$ cat src/odsw_pkg.sv
// Shared constants and carriers for the octal converter serial write port
package odsw_pkg;

  // ----------------------------------------------------------------
  // Frame geometry
  // ----------------------------------------------------------------
  localparam int FRAME_BITS = 32;
  localparam int CHANNELS = 8;
  localparam int CODE_BITS = 16;
  localparam logic [4:0] CNT_RST = 5'h00;
  localparam logic [4:0] CNT_LAST = 5'h1F;

  // ----------------------------------------------------------------
  // Command codes and fields
  // ----------------------------------------------------------------
  localparam logic [3:0] CMD_WRITE_UPD = 4'h3;
  localparam logic [3:0] CMD_POWER = 4'h4;
  localparam logic [3:0] CMD_REF = 4'h8;
  localparam logic [3:0] ADDR_ALL = 4'hF;
  localparam int PD_ON_BIT = 8;
  localparam int REF_ON_BIT = 0;

  // ----------------------------------------------------------------
  // Power-on values
  // ----------------------------------------------------------------
  localparam logic [15:0] CODE_ZERO = 16'h0000;
  localparam logic [15:0] CODE_MID = 16'h8000;
  localparam logic [7:0] LOADED_RST = 8'h00;
  localparam logic [7:0] PD_RST = 8'h00;
  localparam logic REF_RST = 1'b0;

  // ----------------------------------------------------------------
  // Carriers
  // ----------------------------------------------------------------
  typedef struct packed {
    logic [3:0] prefix;
    logic [3:0] cmd;
    logic [3:0] addr;
    logic [15:0] data;
    logic [3:0] feature;
  } odsw_word_s;

  typedef struct packed {
    logic [7:0] loaded;
    logic [7:0] pd;
    logic ref_on;
  } odsw_stat_s;

endpackage

$ cat src/odsw_buf2.sv
// Small valid/ready buffer between the frame shifter and the output logic
`timescale 1ns/1ps
`default_nettype none
module odsw_buf2 #(
  parameter int W = 32,
  parameter int DEPTH = 2
) (
  // Clock and reset
  input wire logic clk,
  input wire logic rst,
  // Fill side
  input wire logic in_valid,
  input wire logic [W-1:0] in_data,
  output logic in_ready,
  // Drain side
  output logic out_valid,
  input wire logic out_ready,
  output logic [W-1:0] out_data
);
  localparam int PW = (DEPTH > 1) ? $clog2(DEPTH) : 1;
  localparam int CW = $clog2(DEPTH + 1);

  logic [W-1:0] mem_r [DEPTH];
  logic [PW-1:0] wp_r, wp_nxt, rp_r, rp_nxt;
  logic [CW-1:0] cnt_r, cnt_nxt;
  logic push, pop;

  // ----------------------------------------------------------------
  // Pointers and fill count
  // ----------------------------------------------------------------
  always_comb begin
    in_ready = (cnt_r != CW'(DEPTH));
    out_valid = (cnt_r != '0);
    out_data = mem_r[rp_r];
    push = in_valid & in_ready;
    pop = out_valid & out_ready;
    wp_nxt = wp_r;
    rp_nxt = rp_r;
    cnt_nxt = cnt_r;
    if (push) begin
      wp_nxt = (wp_r == PW'(DEPTH - 1)) ? '0 : wp_r + 1'b1;
    end
    if (pop) begin
      rp_nxt = (rp_r == PW'(DEPTH - 1)) ? '0 : rp_r + 1'b1;
    end
    if (push && !pop) begin
      cnt_nxt = cnt_r + 1'b1;
    end else if (pop && !push) begin
      cnt_nxt = cnt_r - 1'b1;
    end
  end

  always_ff @(posedge clk) begin
    if (rst) begin
      wp_r <= '0;
      rp_r <= '0;
      cnt_r <= '0;
    end else begin
      wp_r <= wp_nxt;
      rp_r <= rp_nxt;
      cnt_r <= cnt_nxt;
    end
  end

  always_ff @(posedge clk) begin
    if (push) begin
      mem_r[wp_r] <= in_data;
    end
  end

  property p_buf_count;
    @(posedge clk) disable iff (rst)
    (push && !pop) |=> (cnt_r == $past(cnt_r) + 1'b1) && (cnt_r <= CW'(DEPTH));
  endproperty
  a_buf_count: assert property (p_buf_count) else $error("buffer count wrong after push");

endmodule
`default_nettype wire

$ cat src/odsw_port.sv
// Serial write port of an eight-channel converter: framing, buffer, command apply
//
// Contract
// - Strobe falling arms the shift register; data taken on later falling clock edges.
// - One data bit per falling clock edge into a 32-bit shift register.
// - Frame acts on the outputs only after its 32nd falling clock edge.
// - Strobe rising before the 32nd edge aborts the frame without effect.
// - After power-on outputs hold zero or midscale until a code is written.
// - Internal reference starts off; only a command turns it on.
// - Channel power-down is commanded over this same serial port only.
`timescale 1ns/1ps
`default_nettype none
module odsw_port #(
  parameter logic RESET_MIDSCALE = 1'b0,
  parameter int BUF_DEPTH = 2
) (
  // Clock and reset
  input wire logic clk,
  input wire logic rst,
  // Serial pins
  input wire logic frame_n,
  input wire logic sclk,
  input wire logic sdin,
  // Converter core handshake
  input wire logic apply_ready,
  // Channel outputs
  output logic [odsw_pkg::CHANNELS-1:0][odsw_pkg::CODE_BITS-1:0] ch_code,
  output odsw_pkg::odsw_stat_s stat,
  // Frame events
  output logic frame_abort,
  output logic word_drop
);
  localparam logic [15:0] CODE_RST = RESET_MIDSCALE ? odsw_pkg::CODE_MID : odsw_pkg::CODE_ZERO;

  // ----------------------------------------------------------------
  // Pin synchronisers
  // ----------------------------------------------------------------
  logic fn_m_r, fn_s_r, fn_d_r;
  logic ck_m_r, ck_s_r, ck_d_r;
  logic dn_m_r, dn_s_r;

  always_ff @(posedge clk) begin
    if (rst) begin
      fn_m_r <= 1'b1;
      fn_s_r <= 1'b1;
      fn_d_r <= 1'b1;
      ck_m_r <= 1'b0;
      ck_s_r <= 1'b0;
      ck_d_r <= 1'b0;
      dn_m_r <= 1'b0;
      dn_s_r <= 1'b0;
    end else begin
      fn_m_r <= frame_n;
      fn_s_r <= fn_m_r;
      fn_d_r <= fn_s_r;
      ck_m_r <= sclk;
      ck_s_r <= ck_m_r;
      ck_d_r <= ck_s_r;
      dn_m_r <= sdin;
      dn_s_r <= dn_m_r;
    end
  end

  // ----------------------------------------------------------------
  // Frame shifter
  // ----------------------------------------------------------------
  logic fn_fall, fn_rise, ck_fall, buf_in_ready;
  logic act_r, act_nxt, done_r, done_nxt;
  logic [4:0] cnt_r, cnt_nxt;
  logic [odsw_pkg::FRAME_BITS-1:0] shift_r, shift_nxt, push_w_r, push_w_nxt;
  logic push_v_r, push_v_nxt, abort_nxt, drop_nxt;

  always_comb begin
    fn_fall = fn_d_r & ~fn_s_r;
    fn_rise = ~fn_d_r & fn_s_r;
    ck_fall = ck_d_r & ~ck_s_r;
    act_nxt = act_r;
    done_nxt = done_r;
    cnt_nxt = cnt_r;
    shift_nxt = shift_r;
    push_w_nxt = push_w_r;
    push_v_nxt = push_v_r & ~buf_in_ready;
    abort_nxt = 1'b0;
    drop_nxt = 1'b0;
    if (fn_fall) begin
      act_nxt = 1'b1;
      done_nxt = 1'b0;
      cnt_nxt = odsw_pkg::CNT_RST;
    end else if (act_r && !fn_s_r && ck_fall && !done_r) begin
      shift_nxt = {shift_r[odsw_pkg::FRAME_BITS-2:0], dn_s_r};
      if (cnt_r == odsw_pkg::CNT_LAST) begin
        done_nxt = 1'b1;
        cnt_nxt = odsw_pkg::CNT_RST;
        push_v_nxt = 1'b1;
        push_w_nxt = shift_nxt;
        drop_nxt = push_v_r & ~buf_in_ready;
      end else begin
        cnt_nxt = cnt_r + 1'b1;
      end
    end else if (fn_rise) begin
      act_nxt = 1'b0;
      abort_nxt = act_r & ~done_r;
      done_nxt = 1'b0;
      cnt_nxt = odsw_pkg::CNT_RST;
    end
  end

  always_ff @(posedge clk) begin
    if (rst) begin
      act_r <= 1'b0;
      done_r <= 1'b0;
      cnt_r <= odsw_pkg::CNT_RST;
      shift_r <= '0;
      push_w_r <= '0;
      push_v_r <= 1'b0;
      frame_abort <= 1'b0;
      word_drop <= 1'b0;
    end else begin
      act_r <= act_nxt;
      done_r <= done_nxt;
      cnt_r <= cnt_nxt;
      shift_r <= shift_nxt;
      push_w_r <= push_w_nxt;
      push_v_r <= push_v_nxt;
      frame_abort <= abort_nxt;
      word_drop <= drop_nxt;
    end
  end

  // ----------------------------------------------------------------
  // Word buffer
  // ----------------------------------------------------------------
  logic buf_v;
  logic [odsw_pkg::FRAME_BITS-1:0] buf_w;

  odsw_buf2 #(
    .W(odsw_pkg::FRAME_BITS),
    .DEPTH(BUF_DEPTH)
  ) u_buf (
    .clk(clk),
    .rst(rst),
    .in_valid(push_v_r),
    .in_data(push_w_r),
    .in_ready(buf_in_ready),
    .out_valid(buf_v),
    .out_ready(apply_ready),
    .out_data(buf_w)
  );

  // ----------------------------------------------------------------
  // Command apply
  // ----------------------------------------------------------------
  odsw_pkg::odsw_word_s w;
  logic take;
  logic [odsw_pkg::CHANNELS-1:0][odsw_pkg::CODE_BITS-1:0] code_nxt;
  odsw_pkg::odsw_stat_s stat_nxt;

  always_comb begin
    w = odsw_pkg::odsw_word_s'(buf_w);
    take = buf_v & apply_ready;
    code_nxt = ch_code;
    stat_nxt = stat;
    if (take) begin
      case (w.cmd)
        odsw_pkg::CMD_WRITE_UPD: begin
          for (int i = 0; i < odsw_pkg::CHANNELS; i++) begin
            if (w.addr == odsw_pkg::ADDR_ALL || w.addr == 4'(i)) begin
              code_nxt[i] = w.data;
              stat_nxt.loaded[i] = 1'b1;
            end
          end
        end
        odsw_pkg::CMD_POWER: begin
          for (int i = 0; i < odsw_pkg::CHANNELS; i++) begin
            if (w.data[i]) begin
              stat_nxt.pd[i] = w.data[odsw_pkg::PD_ON_BIT];
            end
          end
        end
        odsw_pkg::CMD_REF: begin
          stat_nxt.ref_on = w.data[odsw_pkg::REF_ON_BIT];
        end
        default: begin
          stat_nxt = stat;
        end
      endcase
    end
  end

  always_ff @(posedge clk) begin
    if (rst) begin
      ch_code <= {odsw_pkg::CHANNELS{CODE_RST}};
      stat.loaded <= odsw_pkg::LOADED_RST;
      stat.pd <= odsw_pkg::PD_RST;
      stat.ref_on <= odsw_pkg::REF_RST;
    end else begin
      ch_code <= code_nxt;
      stat <= stat_nxt;
    end
  end

  // ----------------------------------------------------------------
  // Checks
  // ----------------------------------------------------------------
  property p_arm;
    @(posedge clk) disable iff (rst)
    (fn_d_r && !fn_s_r) |=> act_r && (cnt_r == odsw_pkg::CNT_RST) && !done_r;
  endproperty
  a_arm: assert property (p_arm) else $error("strobe fall did not arm shifter");

  property p_shift;
    @(posedge clk) disable iff (rst)
    (act_r && !fn_s_r && ck_fall && !done_r && !fn_fall) |=>
      (shift_r[0] == $past(dn_s_r)) && (shift_r[31:1] == $past(shift_r[30:0]));
  endproperty
  a_shift: assert property (p_shift) else $error("bit not shifted on clock fall");

  property p_push_at_32;
    @(posedge clk) disable iff (rst)
    (ck_fall && act_r && !fn_s_r && !done_r && !fn_fall && cnt_r == odsw_pkg::CNT_LAST)
      |=> push_v_r && done_r && (push_w_r == shift_r);
  endproperty
  a_push_at_32: assert property (p_push_at_32) else $error("word not pushed at edge 32");

  property p_push_cause;
    @(posedge clk) disable iff (rst)
    $rose(push_v_r) |-> $past(cnt_r) == odsw_pkg::CNT_LAST && $past(ck_fall);
  endproperty
  a_push_cause: assert property (p_push_cause) else $error("word pushed before edge 32");

  property p_abort;
    @(posedge clk) disable iff (rst)
    (fn_rise && act_r && !done_r) |=>
      frame_abort && !act_r && !$rose(push_v_r) ##1 !$rose(push_v_r);
  endproperty
  a_abort: assert property (p_abort) else $error("short frame not discarded");

  property p_por;
    @(posedge clk)
    $fell(rst) |-> (ch_code == {odsw_pkg::CHANNELS{CODE_RST}}) && (stat.loaded == 8'h00)
      && (stat.pd == 8'h00) && !stat.ref_on;
  endproperty
  a_por: assert property (p_por) else $error("power-on output state wrong");

  property p_ref;
    @(posedge clk) disable iff (rst)
    $rose(stat.ref_on) |-> $past(take) && ($past(w.cmd) == odsw_pkg::CMD_REF);
  endproperty
  a_ref: assert property (p_ref) else $error("reference turned on without command");

  property p_pd;
    @(posedge clk) disable iff (rst)
    (take && w.cmd == odsw_pkg::CMD_POWER && w.data[odsw_pkg::PD_ON_BIT])
      |=> ((stat.pd & $past(w.data[7:0])) == $past(w.data[7:0]));
  endproperty
  a_pd: assert property (p_pd) else $error("power-down command not applied");

endmodule
`default_nettype wire

$ cat config.mk
export PLATFORM = sky130hd
export DESIGN_NAME = odsw_port
export DESIGN_NICKNAME = d
export VERILOG_FILES = /design/src/odsw_pkg.sv /design/src/odsw_buf2.sv /design/src/odsw_port.sv
export SDC_FILE = /design/constraint.sdc
export NUM_CORES = 1
export LEC_CHECK = 0
export ABC_CLOCK_PERIOD_IN_PS = 7300
export BUFFER_PORTS_ARGS = -buffer_cell sky130_fd_sc_hd__clkbuf_2
export CORE_ASPECT_RATIO = 0.8
export CORE_MARGIN = 4
export CORE_UTILIZATION = 47
export DETAILED_ROUTE_END_ITERATION = 16
export PLACE_DENSITY_LB_ADDON = 0.2
export REMOVE_ABC_BUFFERS = 1
export SLEW_MARGIN = 20
export SYNTH_ARGS = -nofsm -noshare
export SYNTH_HDL_FRONTEND = slang
export SYNTH_HIERARCHICAL = 1
export SYNTH_SLANG_ARGS = --single-unit
$ cat constraint.sdc
create_clock -name clk -period 7.3 [get_ports clk]
set_clock_uncertainty 0.2 [all_clocks]
set_input_delay 1.095 -clock clk [delete_from_list [all_inputs] [get_ports clk]]
set_output_delay 1.095 -clock clk [all_outputs]
set_load 0.01 [all_outputs]
==> metrics.md <==
| Metric | Value |
|---|---|
| Port bufs | `between 150 and 200` |
| Finished Cell Area | `between 10000 and 15000 µm²` |
| Hold path depth | `1` |
| Outcome | `completed` |
| Initial antenna violation count | `0` |
| GRT Max-Usage Layer | `met2` |
| Final hold violation count | `0` |
| Clk_lat worst skew | `around 0.52 ns` |
| DR WL/cell | `16.3 µm` |
| Slew Viols, Final | `0` |
| DR vias | `around 6.9k` |
| Final HPWL DP | `around 15 mm` |
| Pwr/cell area | `between 200 and 300 nW/µm²` |
| DR DRC count | `0` |
| Peak supply drop | `0.170 mV` |
| Starting density of the core | `0.478` |
| Max cap viols | `0` |
| CTS Buf Count | `26` |
| Post-Route Setup TNS | `0 ns` |
| Die area | `around 23000 µm²` |
| CP arrival | `3.62 ns` |
| Core Rows | `47` |
| Horiz. Die Dim | `between 150 and 200 µm` |
| Setup crit end kind | `register` |
| Minimum clock period | `roughly 3.4 ns` |
| Hold-fix buffers, CTS | `0` |
| FF-to-FF End | `ch_code[8]` |
| Met1 GRT Util | `0.265` |
| Pleak | `around 4.4 nW` |
| Worst setup path category | `register to register` |
| Area of the core | `around 21000 µm²` |
| GRT Util Overall | `0.184` |
| Avg Inst Size Synth | `roughly 10 µm²` |
| First-pass DRT Iterations | `4` |
| Peak fanout along the critical path | `24` |
| CTS tree | `done` |
| FMAX | `just under 300 MHz` |
| Period Utilization, post-route | `0.470` |
| R2r setup slk | `3.87 ns` |
| Pwr Total | `slightly below 3 mW` |
| Required @ worst endpoint | `approximately 7.5 ns` |
| Crit start category | `register` |
| Post-CTS Resized | `0` |
| Post-CTS Setup Bufs | `0` |
| Largest net degree at the start of global routing | `between 100 and 150` |
| Grt met3 use | `0.0513` |
| Die Ht | `approximately 140 µm` |
| Max clock buf depth | `3` |
| Antenna viol nets, final | `0` |
| Worst R2R Path Depth | `7` |
| Post-route insts no fill | `roughly 1.4k` |
| Grt ovf | `0` |
| RePlAce Congestion | `between 0.7 and 0.8` |
| Layout cell share with drive strength beyond 1 | `0.220` |
| Initial drt markers | `approximately 560` |
| Layout area overhead | `17.3%` |
| Worst hold path startpoint | `fn_m_r` |
| YS warnings | `6` |
| Max transition margin | `0.255` |
| Mapped cell area | `slightly below 10000 µm²` |
| Met2 capacity usage during global routing | `0.283` |
| Clk root buf | `clkbuf_16` |
| IO Pins | `between 150 and 200` |
| Commonest non-fill, non-tap cell in the layout | `dfxtp_1` |
| Min-Delay Endpoint | `fn_s_r` |
| Placed insts | `roughly 1.3k` |
| First-pass GRT wire length | `between 30 and 40 mm` |
| Dpl cell area | `around 11000 µm²` |
| Setup violations, final | `0` |
| Post-Syn Instances | `949` |
| Vias in the first global route | `6627` |
| Clock Sinks | `around 270` |
| N_diodes | `0` |
| H-tree depth | `1` |
| Worst slew pin tran | `1.12 ns` |
| Final wirelength | `22.1 mm` |
| Clock-pin slew on the worst setup and hold paths | `roughly 0.060 ns` |
| Hold crit path type | `register to register` |
| Fin nets | `between 1k and 1.5k` |
| Vias per cell | `around 5.1` |
| Commonest non-fill, non-tap cells in the layout | `dfxtp_1 (219), clkbuf_2 (151), nand2_1 (140), mux2i_1 (82), a21oi_1 (80)` |
| Unrepaired setup endpoints after global routing | `no` |
| WHS | `0.208 ns` |
==> worst max-delay path by stage <==
| stage | start | to | slack [ns] | depth (start not counted) |
|---|---|---|---|---|
| finish | register | ch_code[8] | 3.87 | 7 |
| global route | register | ch_code[8] | 3.74 | 7 |
| CTS | register | ch_code[8] | 3.90 | 7 |
| detailed placement | register | ch_code[8] | 3.95 | 7 |
| global placement | register | ch_code[9] | 3.99 | 7 |
| floorplan | register | ch_code[48] | 2.73 | 5 |
==> sequential cells by signal, summed over array words and instances (netlist names), named ones only <==
name,cells
dn_s_r,1
frame_abort,1
dn_m_r,1
ch_code,128
ck_s_r,1
fn_d_r,1
fn_s_r,1
u_buf/mem_r,48
push_v_r,1
push_w_r,24
ck_d_r,1
cnt_r,5
u_buf/wp_r,1
u_buf/rp_r,1
shift_r,27
stat,17
word_drop,1
fn_m_r,1
done_r,1
u_buf/cnt_r,2
ck_m_r,1
act_r,1
==> worst max-delay path, stage by stage (launching register included) <==
cell and delay (ns):
dfxtp_1 0.31, buf_4 0.30, mux2_1 0.49, or4_4 0.59, a211oi_4 0.77, buf_4 0.33, mux2i_1 0.23, nor2_1 0.06
==> report_power, final <==
part	switching [mW]	total, mW	internal (mW)	leakage (nW)
sequential	0.00306	1.50	1.50	2.21
clock	0.542	1.31	0.770	0.410
combinational	0.0609	0.0943	0.0334	1.77
total	0.606	2.91	2.30	4.39
==> per-layer routing <==
metal,vias to the layer above,routed length [µm]
met5,-,0
li1,3459,-
met2,140,9690
met4,0,350
met3,29,1420
met1,3269,10700
==> through the flow <==
step                setup slack [ns]   util
floorplan                       2.73      -
global placement                3.99  0.519
detailed placement              3.95  0.519
CTS                             3.90  0.560
global route                    3.74  0.561
finish                          3.87  0.561
==> area by class of cell <==
cell class                      count  area (µm²)
Multi-Input combinational cell    603        3730
Sequential cell                   267        5830
Tap cell                          269         337
Clock inverter                     10         110
Clock buffer                       38         736
Fill cell                        1856        9100
Timing Repair Buffer              160         831
Inverter                            9        33.8
Note: power is estimated with default switching activity, not from simulation.
